<file path="src/rtl/fpc_cfg.svh">
/*
  Offsets, field positions, reset values, limits and timing counts of the
  fast pulse counter block. Assumes a 100 MHz system clock.
*/
`ifndef FPC_CFG_SVH
`define FPC_CFG_SVH
// Register byte offsets
`define OFS_CTRL    8'h00
`define OFS_ON      8'h04
`define OFS_OFF     8'h08
`define OFS_GATE    8'h0c
`define OFS_UDPRE   8'h10
`define OFS_QDPRE   8'h14
`define OFS_RATE    8'h18
`define OFS_UDVAL   8'h1c
`define OFS_QDVAL   8'h20
`define OFS_STAT    8'h24
// Control field positions
`define CTL_FALL    0
`define CTL_RHS     1
`define CTL_UHS     2
`define CTL_URET    3
`define CTL_QRET    4
`define CTL_QM_LO   5
`define CTL_QM_HI   6
`define CTL_URUN    7
`define CTL_QRUN    8
// Reset values
`define CTRL_RST    9'h000
`define ON_RST      32'h0000_0000
`define OFF_RST     32'h0000_0000
`define GATE_RST    32'h0000_0001
`define PRE_RST     32'h0000_0000
// Value limits: 99999999, 999999999, gate in 10 ms ticks up to 999:59:59.990
`define ON_MAX      32'h05f5_e0ff
`define OFF_MAX     32'h3b9a_c9ff
`define PRE_MAX     32'h05f5_e0ff
`define GATE_MIN    32'h0000_0001
`define GATE_MAX    32'h1575_29ff
// Timing: clock in kHz, times in ms, counts derived
`define CLK_KHZ     100000
`define FILT_MS     50
`define TICK_MS     10
`define FILT_CYC    (`FILT_MS * `CLK_KHZ)
`define TICK_CYC    (`TICK_MS * `CLK_KHZ)
`endif

</file>
<file path="src/rtl/fpc_pkg.sv">
/*
  Types of the fast pulse counter block.
  Assumes the constants of fpc_cfg.svh.
*/
package fpc_pkg;
  // Measuring state of the rate threshold switch
  typedef enum logic [1:0] {
    RATE_IDLE = 2'b01,
    RATE_MEAS = 2'b10
  } rate_state_type;
  // Quadrature decoding factor
  typedef enum logic [1:0] {
    QD_X1 = 2'h0,
    QD_X2 = 2'h1,
    QD_X4 = 2'h2
  } qd_mode_type;
endpackage
</file>
<file path="src/rtl/fast_pulse_counters.sv">
/*
  Fast pulse counters: a rate threshold switch, an up/down counter and a
  quadrature counter behind an APB slave. Assumes asynchronous pins on the
  pulse, enable and per-function reset inputs, and one 100 MHz clock.
*/
// Design decisions made here: the register offsets and the APB register port.
// How it works
// - Rate switch starts measuring on enable rise, stops on enable fall.
// - Rising-edge mode counts only low-to-high pulse transitions.
// - Falling-edge mode counts only high-to-low pulse transitions.
// - Rate switch reset clears count and output, beating any pulse.
// - On threshold up to 99999999, off up to 999999999.
// - Gate time from 10 ms to 999:59:59.990.
// - On >= off: set at rate >= on, clear below off, else hold.
// - On < off: output high only for on <= rate < off.
// - Up/down counter counts rising edges: up input +1, down -1.
// - Up/down reset clears count and output over both inputs.
// - Up/down preset 0 to 99999999; output set when reached.
// - Up/down retention and high-speed path chosen by configuration.
// - Quadrature counter decodes two phases at x1, x2 or x4.
// - Quadrature reset clears count and output over both phases.
// - Quadrature output set when count reaches preset.
// - Quadrature retention chosen by configuration.
// - Both counters publish their count into a wide value register.
// - Rate switch publishes its measured rate into a value register.
// - Value taps carry each running value out for display.
`timescale 1ns/10ps
`include "fpc_cfg.svh"
module fast_pulse_counters
  import fpc_pkg::*;
#(
  parameter int unsigned FILTER_CYCLES = `FILT_CYC,
  parameter int unsigned TICK_CYCLES   = `TICK_CYC
) (
  // Clock and reset
  input  wire logic        clk_in,
  input  wire logic        resetn_in,
  // APB slave
  input  wire logic        psel_in,
  input  wire logic        penable_in,
  input  wire logic        pwrite_in,
  input  wire logic [7:0]  paddr_in,
  input  wire logic [31:0] pwdata_in,
  output logic             pready_out,
  output logic             pslverr_out,
  output logic [31:0]      prdata_out,
  // Pulse pins
  input  wire logic        rate_en_in,
  input  wire logic        pulse_in,
  input  wire logic        rate_rst_in,
  input  wire logic        up_pulse_in,
  input  wire logic        down_pulse_in,
  input  wire logic        ud_rst_in,
  input  wire logic        phase_a_in,
  input  wire logic        phase_b_in,
  input  wire logic        qd_rst_in,
  // Switching outputs and value taps
  output logic             rate_q_out,
  output logic             ud_q_out,
  output logic             qd_q_out,
  output logic [31:0]      rate_value_out,
  output logic [31:0]      ud_value_out,
  output logic [31:0]      qd_value_out
);

  // Edge finder shared by the rate and up/down counting paths
  function automatic logic rose(input logic cur, input logic prv);
    rose = cur & ~prv;
  endfunction

  // Clamp a written value into its legal range
  function automatic logic [31:0] clamp(input logic [31:0] v,
                                        input logic [31:0] lo,
                                        input logic [31:0] hi);
    clamp = (v > hi) ? hi : ((v < lo) ? lo : v);
  endfunction

  // Two-stage synchronisers; stage one feeds stage two only
  logic [8:0] sync1_reg;
  logic [8:0] sync2_reg;
  wire  [8:0] pin_vec = {qd_rst_in, phase_b_in, phase_a_in, ud_rst_in,
                         down_pulse_in, up_pulse_in, rate_rst_in, pulse_in,
                         rate_en_in};
  always_ff @(posedge clk_in or negedge resetn_in) begin
    if (!resetn_in) begin
      sync1_reg <= 9'h000;
      sync2_reg <= 9'h000;
    end else begin
      sync1_reg <= pin_vec;
      sync2_reg <= sync1_reg;
    end
  end
  wire rate_en  = sync2_reg[0];
  wire rate_rst = sync2_reg[2];
  wire ud_rst   = sync2_reg[5];
  wire qd_rst   = sync2_reg[8];

  // Control and parameter registers
  logic [8:0]  ctrl_reg;
  logic [31:0] on_reg;
  logic [31:0] off_reg;
  logic [31:0] gate_reg;
  logic [31:0] udpre_reg;
  logic [31:0] qdpre_reg;
  wire         ud_hs  = ctrl_reg[`CTL_UHS];
  wire         rate_hs = ctrl_reg[`CTL_RHS];
  wire         ud_run = ctrl_reg[`CTL_URUN];
  wire         qd_run = ctrl_reg[`CTL_QRUN];
  wire qd_mode_type qd_mode = qd_mode_type'(ctrl_reg[`CTL_QM_HI:`CTL_QM_LO]);

  // Input filter for the non-quadrature pulses; high-speed bypasses it.
  // Phases never pass the filter, since quadrature always runs fast.
  wire  [2:0] filt_src = {sync2_reg[4], sync2_reg[3], sync2_reg[1]};
  wire  [2:0] hs_sel   = {ud_hs, ud_hs, rate_hs};
  wire  [2:0] filt_lvl;
  logic [4:0] lvl;
  logic [4:0] prev_reg;
  genvar gi;
  generate
    for (gi = 0; gi < 3; gi++) begin : g_filt
      logic [22:0] fcnt_reg;
      logic        stable_reg;
      // Each lane owns its level flop, so no flop has two writers
      always_ff @(posedge clk_in or negedge resetn_in) begin
        if (!resetn_in) begin
          fcnt_reg   <= 23'h000000;
          stable_reg <= 1'b0;
        end else if (filt_src[gi] == stable_reg) begin
          fcnt_reg <= 23'h000000;
        end else if (fcnt_reg == 23'(FILTER_CYCLES - 1)) begin
          fcnt_reg   <= 23'h000000;
          stable_reg <= filt_src[gi];
        end else begin
          fcnt_reg <= fcnt_reg + 23'h000001;
        end
      end
      assign filt_lvl[gi] = stable_reg;
      assign lvl[gi] = hs_sel[gi] ? filt_src[gi] : filt_lvl[gi];
    end
  endgenerate
  assign lvl[4:3] = {sync2_reg[7], sync2_reg[6]};

  // Previous sampled levels for edge detection
  always_ff @(posedge clk_in or negedge resetn_in) begin
    if (!resetn_in) prev_reg <= 5'h00;
    else            prev_reg <= lvl;
  end

  // Rate switch: state and edge selection
  rate_state_type state_reg;
  rate_state_type state_next;
  logic           en_prev_reg;
  wire en_rise = rate_en & ~en_prev_reg;
  wire en_fall = ~rate_en & en_prev_reg;
  wire pulse_edge = ctrl_reg[`CTL_FALL] ?
                    rose(prev_reg[0], lvl[0]) :
                    rose(lvl[0], prev_reg[0]);
  always_comb begin
    state_next = state_reg;
    unique case (state_reg)
      RATE_IDLE: if (en_rise) state_next = RATE_MEAS;
      RATE_MEAS: if (en_fall) state_next = RATE_IDLE;
    endcase
  end

  // Rate switch: gate timing in 10 ms ticks
  logic [19:0] tick_reg;
  logic [31:0] gcnt_reg;
  logic [31:0] edge_reg;
  logic [31:0] rate_reg;
  logic        rate_q_reg;
  wire measuring = (state_reg == RATE_MEAS);
  wire start     = (state_reg == RATE_IDLE) & en_rise;
  wire tick_last = (tick_reg == 20'(TICK_CYCLES - 1));
  wire gate_last = (gcnt_reg + 32'h1 >= gate_reg);
  wire gate_end  = measuring & ~en_fall & tick_last & gate_last;
  wire [31:0] rate_new = edge_reg + {31'h0, pulse_edge};
  // Hysteresis when on >= off, window otherwise
  wire q_eval = (on_reg >= off_reg) ?
                ((rate_new >= on_reg) ? 1'b1 :
                 ((rate_new < off_reg) ? 1'b0 : rate_q_reg)) :
                ((rate_new >= on_reg) && (rate_new < off_reg));

  always_ff @(posedge clk_in or negedge resetn_in) begin
    if (!resetn_in) begin
      state_reg   <= RATE_IDLE;
      en_prev_reg <= 1'b0;
    end else begin
      state_reg   <= state_next;
      en_prev_reg <= rate_en;
    end
  end

  // Reset pin wins over any pulse in the same cycle
  always_ff @(posedge clk_in or negedge resetn_in) begin
    if (!resetn_in) begin
      tick_reg   <= 20'h00000;
      gcnt_reg   <= 32'h0;
      edge_reg   <= 32'h0;
      rate_reg   <= 32'h0;
      rate_q_reg <= 1'b0;
    end else if (rate_rst || start) begin
      tick_reg <= 20'h00000;
      gcnt_reg <= 32'h0;
      edge_reg <= 32'h0;
      if (rate_rst) begin
        rate_reg   <= 32'h0;
        rate_q_reg <= 1'b0;
      end
    end else if (measuring && !en_fall) begin
      tick_reg <= tick_last ? 20'h00000 : tick_reg + 20'h00001;
      if (tick_last) gcnt_reg <= gate_last ? 32'h0 : gcnt_reg + 32'h1;
      edge_reg <= gate_end ? 32'h0 : rate_new;
      if (gate_end) begin
        rate_reg   <= rate_new;
        rate_q_reg <= q_eval;
      end
    end
  end

  // Up/down counter; simultaneous up and down cancel out
  logic        ud_run_prev_reg;
  logic [31:0] ud_cnt_reg;
  logic        ud_q_reg;
  wire ud_inc = ud_run & rose(lvl[1], prev_reg[1]);
  wire ud_dec = ud_run & rose(lvl[2], prev_reg[2]);
  // Retention keeps the count over a restart of counting
  wire ud_clr = ud_rst |
                (ud_run & ~ud_run_prev_reg & ~ctrl_reg[`CTL_URET]);
  wire [31:0] ud_cnt_next =
    ud_clr            ? 32'h0 :
    (ud_inc & ~ud_dec) ? ud_cnt_reg + 32'h1 :
    (ud_dec & ~ud_inc) ? ud_cnt_reg - 32'h1 : ud_cnt_reg;

  // Quadrature decoding
  wire a  = lvl[3];
  wire b  = lvl[4];
  wire ea = a ^ prev_reg[3];
  wire eb = b ^ prev_reg[4];
  logic qd_valid;
  logic qd_up;
  always_comb begin
    unique case (qd_mode)
      QD_X1: begin
        qd_valid = ea & a & ~eb;
        qd_up    = ~b;
      end
      QD_X2: begin
        qd_valid = ea & ~eb;
        qd_up    = a ^ b;
      end
      default: begin
        qd_valid = ea ^ eb;
        qd_up    = ea ? (a ^ b) : ~(a ^ b);
      end
    endcase
  end
  logic        qd_run_prev_reg;
  logic [31:0] qd_cnt_reg;
  logic        qd_q_reg;
  wire qd_clr = qd_rst |
                (qd_run & ~qd_run_prev_reg & ~ctrl_reg[`CTL_QRET]);
  wire [31:0] qd_cnt_next =
    qd_clr                ? 32'h0 :
    !(qd_run && qd_valid) ? qd_cnt_reg :
    qd_up                 ? qd_cnt_reg + 32'h1 :
                            qd_cnt_reg - 32'h1;

  // Counter registers; outputs compare the signed count with the preset
  always_ff @(posedge clk_in or negedge resetn_in) begin
    if (!resetn_in) begin
      ud_run_prev_reg <= 1'b0;
      qd_run_prev_reg <= 1'b0;
      ud_cnt_reg      <= 32'h0;
      qd_cnt_reg      <= 32'h0;
      ud_q_reg        <= 1'b0;
      qd_q_reg        <= 1'b0;
    end else begin
      ud_run_prev_reg <= ud_run;
      qd_run_prev_reg <= qd_run;
      ud_cnt_reg      <= ud_cnt_next;
      qd_cnt_reg      <= qd_cnt_next;
      ud_q_reg <= ~ud_rst &
                  ($signed(ud_cnt_next) >= $signed(udpre_reg));
      qd_q_reg <= ~qd_rst &
                  ($signed(qd_cnt_next) >= $signed(qdpre_reg));
    end
  end

  // APB decode: no wait state, answer registered in the setup cycle
  logic        pready_reg;
  logic        pslverr_reg;
  logic [31:0] prdata_reg;
  logic [31:0] rd_mux;
  logic        rd_hit;
  wire setup = psel_in & ~penable_in;
  wire wr_go = psel_in & penable_in & pwrite_in & pready_reg & ~pslverr_reg;
  wire wr_ro = pwrite_in & (paddr_in >= `OFS_RATE);
  always_comb begin
    rd_hit = 1'b1;
    unique case (paddr_in)
      `OFS_CTRL:  rd_mux = {23'h0, ctrl_reg};
      `OFS_ON:    rd_mux = on_reg;
      `OFS_OFF:   rd_mux = off_reg;
      `OFS_GATE:  rd_mux = gate_reg;
      `OFS_UDPRE: rd_mux = udpre_reg;
      `OFS_QDPRE: rd_mux = qdpre_reg;
      `OFS_RATE:  rd_mux = rate_reg;
      `OFS_UDVAL: rd_mux = ud_cnt_reg;
      `OFS_QDVAL: rd_mux = qd_cnt_reg;
      `OFS_STAT:  rd_mux = {28'h0, qd_q_reg, ud_q_reg, rate_q_reg,
                            measuring};
      default: begin
        rd_mux = 32'h0;
        rd_hit = 1'b0;
      end
    endcase
  end

  // Bus answer flops; a read-only or unmapped write gets an error
  always_ff @(posedge clk_in or negedge resetn_in) begin
    if (!resetn_in) begin
      pready_reg  <= 1'b0;
      pslverr_reg <= 1'b0;
      prdata_reg  <= 32'h0;
    end else begin
      pready_reg  <= setup;
      pslverr_reg <= setup & (~rd_hit | wr_ro);
      if (setup) prdata_reg <= pwrite_in ? 32'h0 : rd_mux;
    end
  end

  // Register writes, limited to the legal ranges
  always_ff @(posedge clk_in or negedge resetn_in) begin
    if (!resetn_in) begin
      ctrl_reg  <= `CTRL_RST;
      on_reg    <= `ON_RST;
      off_reg   <= `OFF_RST;
      gate_reg  <= `GATE_RST;
      udpre_reg <= `PRE_RST;
      qdpre_reg <= `PRE_RST;
    end else if (wr_go) begin
      unique case (paddr_in)
        `OFS_CTRL:  ctrl_reg <= pwdata_in[8:0];
        `OFS_ON:    on_reg <= clamp(pwdata_in, 32'h0, `ON_MAX);
        `OFS_OFF:   off_reg <= clamp(pwdata_in, 32'h0, `OFF_MAX);
        `OFS_GATE:  gate_reg <= clamp(pwdata_in, `GATE_MIN,
                                      `GATE_MAX);
        `OFS_UDPRE: udpre_reg <= clamp(pwdata_in, 32'h0, `PRE_MAX);
        `OFS_QDPRE: qdpre_reg <= clamp(pwdata_in, 32'h0, `PRE_MAX);
        default:    ctrl_reg <= ctrl_reg;
      endcase
    end
  end

  // Outputs straight from flops; value taps follow running values
  assign pready_out     = pready_reg;
  assign pslverr_out    = pslverr_reg;
  assign prdata_out     = prdata_reg;
  assign rate_q_out     = rate_q_reg;
  assign ud_q_out       = ud_q_reg;
  assign qd_q_out       = qd_q_reg;
  assign rate_value_out = rate_reg;
  assign ud_value_out   = ud_cnt_reg;
  assign qd_value_out   = qd_cnt_reg;
endmodule

</file>
<file path="config.mk">
export PLATFORM = sky130hd
export DESIGN_NAME = fast_pulse_counters
export DESIGN_NICKNAME = d
export VERILOG_FILES = /design/src/rtl/fpc_pkg.sv /design/src/rtl/fast_pulse_counters.sv
export VERILOG_INCLUDE_DIRS = /design/src /design/src/rtl
export SDC_FILE = /design/constraint.sdc
export NUM_CORES = 1
export LEC_CHECK = 0
export BUFFER_PORTS_ARGS = -buffer_cell sky130_fd_sc_hd__buf_2
export CAP_MARGIN = 10
export CORE_MARGIN = 4
export CORE_UTILIZATION = 42
export DETAILED_ROUTE_END_ITERATION = 6
export GPL_ROUTABILITY_DRIVEN = 0
export PLACE_DENSITY = 0.58
export SLEW_MARGIN = 40
export SYNTH_ARGS = -nofsm -noshare
export SYNTH_HDL_FRONTEND = slang
export SYNTH_SLANG_ARGS = --single-unit
</file>
<file path="constraint.sdc">
create_clock -name clk_in -period 11.9 [get_ports clk_in]
set_input_delay 0 -clock clk_in [delete_from_list [all_inputs] [get_ports clk_in]]
set_output_delay 0 -clock clk_in [all_outputs]
set_load 0.03 [all_outputs]
</file>
==> results of run 1 <==
[final timing paths]
| check | start | end | slack, ns | cells past startpoint |
|---|---|---|---|---|
| max | gcnt_reg[0] | edge_reg[7] | 6.25 | 15 |
| min | phase_a_in | sync1_reg[6] | 0.04 | 2 |
| max reg2reg | gcnt_reg[0] | edge_reg[7] | 6.25 | 15 |
| min reg2reg | sync1_reg[8] | sync2_reg[8] | 0.35 | 0 |
| max in group asynchronous | resetn_in | ud_value_out[25] | 9.91 | 5 |
| min in group asynchronous | resetn_in | qd_value_out[26] | 0.35 | 3 |
[layout by cell type (no fill, tap or decap), types with 61 or more instances in the layout]
| cell | instances |
|---|---|
| a21oi_1 | 131 |
| a22o_1 | 71 |
| a22oi_1 | 108 |
| buf_2 | 186 |
| dfrtp_1 | 484 |
| ha_1 | 202 |
| inv_1 | 217 |
| nand2_1 | 344 |
| nand3_1 | 103 |
| nand4_1 | 111 |
| nor2_1 | 298 |
| nor3_1 | 61 |
| o21ai_0 | 211 |
| xnor2_1 | 72 |
| xor2_1 | 109 |
[logic make-up after synthesis]
| logic type | share of synthesized area [%] |
|---|---|
| AND/OR/NAND/NOR | 20.3 |
| buffers and inverters | 5.04 |
| flip-flops | 41.9 |
| adder cells (fa/ha/maj) | 8.70 |
| AO/OA/AOI/OAI | 17.6 |
| XOR/XNOR | 5.46 |
| multiplexers | 1.07 |
[metal layers]
layer	track usage, %	wire, um	up-vias	part of all wire (%)
met5	0	24	-	0.024
met4	10.5	4330	4	4.2
met3	5.70	8720	206	8.5
met2	42.1	45400	1094	44
met1	37.5	43700	12964	43
li1	-	-	11929	-
[where the power goes]
group | total (mW) | internal (mW) | leakage [nW] | switching, mW
combinational | 0.174 | 0.0485 | 8.46 | 0.125
sequential | 1.68 | 1.66 | 6.46 | 0.0127
clock | 1.85 | 1.11 | 0.983 | 0.738
total | 3.70 | 2.82 | 15.9 | 0.876
[layout make-up]
type,instances,share of cell area (%)
antenna,6,0.0448
multi-input combinational,2364,46.3
clock buffer,85,5.15
clock inverter,23,0.766
sequential,486,36.3
inverter,218,2.44
tap,931,3.48
timing repair buffer,281,5.53
[per-stage QoR]
stage / setup WS (ns) / hold WS (ns) / util (%) / power [mW] / instances
final: 6.25 / 0.0420 / 48.8 / 3.70 / 4394
after global routing: 5.91 / 0.0318 / 48.8 / 3.82 / 4392
after CTS: 6.19 / 0.0129 / 48.8 / 3.73 / 4387
after detailed placement: 6.23 / 0.0209 / 45.1 / 1.86 / 4224
after global placement: 6.39 / 0.0257 / 45.0 / 1.86 / 4221
after floorplan: 6.96 / -0.296 / - / 1.77 / 3224
==> flow_summary.ini, run 1 <==
[synthesis]
synth_common_cells = dfrtp_1, nand2_1, nor2_1
synth_seq_cells = 486
synth_edf_count = 0
yosysMostFrequentCell = dfrtp_1
syn_area_sq_um = 29100
ys_seq_area_share_pct = 41.9
synth_warnings = 0
async_flop_share_pct = 100
postSynthCellCount = 3224
synth_top_cell_by_area = dfrtp_1
synth-main-ff-cell = dfrtp_1
synthTopCellsByArea = dfrtp_1, ha_1, nand2_1
syn_nets = 3480
ys_types = 97
yosysTopAreaCellShare_pct = 41.7
syn_avg_cell_area_sq_um = 9.01

[route]
via_per_inst = 5.96
wl_mm = 102
drt-initial-drc-count = 2741
dr_total_vias = 26197
postRouteAntennaNets = 0
first_pass_iters = 5
wl_per_cell_um = 23.2
drt_drc_violations_left = 0

[sta]
relSlewSlack_pct = 37.6
rsz0062_at_grt = no
drv_slew = 0
fin_crit_sh_pct = 47.4
finalSetupViolations = 0
layout_min_cycle_time_ns = 5.65
setup_tns_ns = 0
skew_ns = 0.0130
worst_pin_slew_ns = 0.926
timing.fmax_ghz = 0.177
hold_viol_final = 0

[global_route]
antenna_found_initial = 8
grt_remaining_overflow = 0
grt_max_degree = 81
grtUsageTotal_pct = 27.2
grt_pass1_wl_mm = 156
grt_pass1_vias = 25446

[worst_setup_path]
cpLargestDelayFamily = simple AND/OR/NAND/NOR gates
endpoint_kind = flop
cp_data_required_time_ns = 12.37
crit_path_start_kind = flop
worstSetupPathType = flop to flop
cp.arrival_ns = 6.12
crit_path_max_fanout = 23
path_buf_inv = 0
crit_path_max_incr_delay_ns = 0.76
path_cells = ha_1, nand3_1, nor4_2, nand3_1, or2_2, nor2_1, nand2_1, xnor2_1, ha_1, nand4_1, or2_2, o21ai_0, o21a_1, or2_2, o21ai_0
crit_top_cell = or2_2
worst_path_max_delay_cell = o21ai_0

[final_layout]
synthToLayoutAreaGrowth_pct = 15.3
finish.instance_area_sq_um = 33500
largest_register_ffs = 69
multiInputGateArea_sq_um = 15500
seqCellArea_sq_um = 12200
drive_gt1_share_pct = 12.4
fillers = 6467
nets = 3664

[die]
die_h_um = 271
die_area_sq_um = 73400
num_rows = 96
die_width_um = 271
coreArea_sq_um = 68600
initial_utilization_pct = 42.4
io_pins = 187

[clocking]
cts_resized = 0
cts_hold_buf = 55
clkSlewWorstSetupHoldPaths_ns = 0.06
cts_root_buf = clkbuf_16
htree_levels = 2
cts_tree = yes
cts_buffers = 57
clk_latency_ns = 0.62
cts_max_path_buffers = 3
clock_sinks = 486
post_cts_buffers = 0

[run]
cap_violations = 0

[pwr]
powerDensity_nw_per_um2 = 110
max-vdd-ir-drop_v = 0.0000980
leakagePower_nw = 15.9

[place]
io_buffer_count = 186
dp_hpwl_mm = 78.4
placed_cell_area_sq_um = 30900

[status]
outcome = finished, final reports clean

[hold_path]
min_path_type = input port to flop
Power figures use the tool's default switching activity.
==> inputs of run 2 (changes only) <==
Clock period 11.9 ns to 5.3 ns, I/O delays scaled along.
==> run 2 against run 1 <==
Core utilization increased by 0.38 points. Total power increased by 130%. Sequential power increased by 120%. Via count increased by 0.31%. Critical path type unchanged. Largest cell class unchanged. Largest power group unchanged. Highest routed layer unchanged.
==> flow_summary.ini, run 2 (synthesis results as in run 1) <==
[clocking]
cts_root_buf = clkbuf_16
cts_max_path_buffers = 3
clock_sinks = 486
clk_latency_ns = 0.63
clkSlewWorstSetupHoldPaths_ns = 0.06
htree_levels = 2
cts_tree = yes
cts_buffers = 57

[worst_setup_path]
worstSetupPathType = flop to flop
endpoint_kind = flop
crit_path_start_kind = flop
cp_data_required_time_ns = 5.86
crit_path_max_fanout = 4
cp.arrival_ns = 5.57
path_cells = mux2_2, o21ai_1, ha_2, and4_1, nand2_1, or2_1, nor2_1, nand3_1, xor2_2, inv_1, ha_1, a2111oi_1, o21ai_0, a211o_1, a31oi_1, o21ai_0, or4b_2, o2bb2ai_1, a31o_1
crit_path_max_incr_delay_ns = 0.65
crit_top_cell = o21ai_0
worst_path_max_delay_cell = or4b_2

[final_layout]
layout_common_cells = dfrtp_1, nand2_1, nor2_1
final_cell_count_no_fill = 4405
nets = 3676
multiInputGateArea_sq_um = 15500
synthToLayoutAreaGrowth_pct = 16.2
post-route-util_pct = 49.2
drive_gt1_share_pct = 12.9
seqCellArea_sq_um = 12200
layout_commonest_cell = dfrtp_1
largest_register_ffs = 69
fillers = 6409

[status]
outcome = finished, final reports clean

[pwr]
p_comb_share_pct = 4.7
p_int_mw = 6.51
leakagePower_nw = 16.0
p_sw_mw = 1.97
powerDensity_nw_per_um2 = 251
pwr-share-seq_pct = 44.4
pwr-share-clk_pct = 50.9
total_power_mw = 8.48
p_sw_share_pct = 23.2
max-vdd-ir-drop_v = 0.000213

[sta]
layout_min_cycle_time_ns = 5.01
rsz0062_at_grt = no
hold_viol_final = 0
skew_ns = 0.0224
setup_tns_ns = 0
finalSetupViolations = 0
worst_pin_slew_ns = 0.826
relSlewSlack_pct = 44.7
fin_crit_sh_pct = 94.5
drv_slew = 0
timing.fmax_ghz = 0.200

[global_route]
grt_remaining_overflow = 0
grt_max_degree = 136
grt_pass1_wl_mm = 157
grt_pass1_vias = 25409
grtUsageTotal_pct = 27.3
antenna_found_initial = 7

[route]
drt_drc_violations_left = 0
wl_per_cell_um = 23.2
postRouteAntennaNets = 0
drt-initial-drc-count = 2956
via_per_inst = 5.97
dr_total_vias = 26278
wl_mm = 102
first_pass_iters = 6

[die]
initial_utilization_pct = 42.4
die_width_um = 271
io_pins = 187
die_h_um = 271
num_rows = 96
coreArea_sq_um = 68600
die_area_sq_um = 73400

[place]
place_inst = 4238
io_buffer_count = 186
dp_hpwl_mm = 78.4

[run]
cap_violations = 0

[hold_path]
min_path_type = input port to flop
run 2: cell types whose count changed in the layout (fill, tap and decap cells not counted), sizes merged:
cell	change
buf	+15
bufinv	+5
clkbuf	-4
dlygate4sd3	-3
clkinvlp	-1
inv	-1
run 2: critical path, delay by kind of cell (launching register included):
kind / cells / cell delay [ns]
AOI/OAI and AO/OA: 8 / 1.60
adders and majority gates: 2 / 0.46
DFF: 1 / 0.38
muxes: 1 / 0.37
xor gates and xnor gates: 1 / 0.23
and+or+nand+nor: 6 / 1.79
buffers and inverters: 1 / 0.11
run 2: power by group through the flow:
stage               Combinational [mW]  Sequential (mW)  Clock (mW)
finish                           0.395             3.77        4.32
CTS                              0.393             3.77        4.40
global route                     0.436             3.77        4.55
detailed placement               0.361             3.83           0
floorplan                        0.155             3.82           0
global placement                 0.352             3.83           0
run 2: cell type report:
cell class	count	share of cell area, %
diodes	6	0.0445
clock buffers	81	4.91
clock inverters	26	1.23
inverters	218	2.42
multi-input cells	2364	46.0
flip-flops and latches	486	36.0
well taps	931	3.45
repair buffers	293	5.88
run 2: path summary, 6_finish.rpt:
| kind | startpoint | end | slack [ns] | cells past startpoint |
|---|---|---|---|---|
| max | ctrl_reg[1] | rate_q_out | 0.29 | 19 |
| min | phase_b_in | sync1_reg[7] | 0.02 | 2 |
| max reg2reg | ctrl_reg[1] | rate_q_out | 0.29 | 19 |
| min reg2reg | sync1_reg[0] | sync2_reg[0] | 0.35 | 0 |
| max in group asynchronous | resetn_in | g_filt[0].fcnt_reg[7] | 3.51 | 5 |
| min in group asynchronous | resetn_in | prdata_out[25] | 0.37 | 3 |
run 2: repair_timing:
action,CTS,global route
hold buffers,50,1
buffers inserted,0,1
resized for setup,0,9
setup endpoints to repair,0,3
endpoints found under the hold margin,245,22
run 2: routing by layer:
layer / global-route usage [%] / wire length [um] / vias to the layer above
li1: - / - / 11981
met1: 37.9 / 44000 / 12925
met2: 42.6 / 45500 / 1168
met3: 5.29 / 8650 / 200
met4: 10.2 / 4210 / 4
met5: 0 / 27 / -
run 2: through the flow:
step	area (sq um)	hold WS, ns	setup slack [ns]
after floorplan	29100	-0.296	0.361
after global placement	31000	0.0724	0.330
after detailed placement	31100	0.0835	0.0586
after CTS	33600	0.00119	0.0237
after global routing	33700	0.0233	0.0935
final	33800	0.0230	0.289
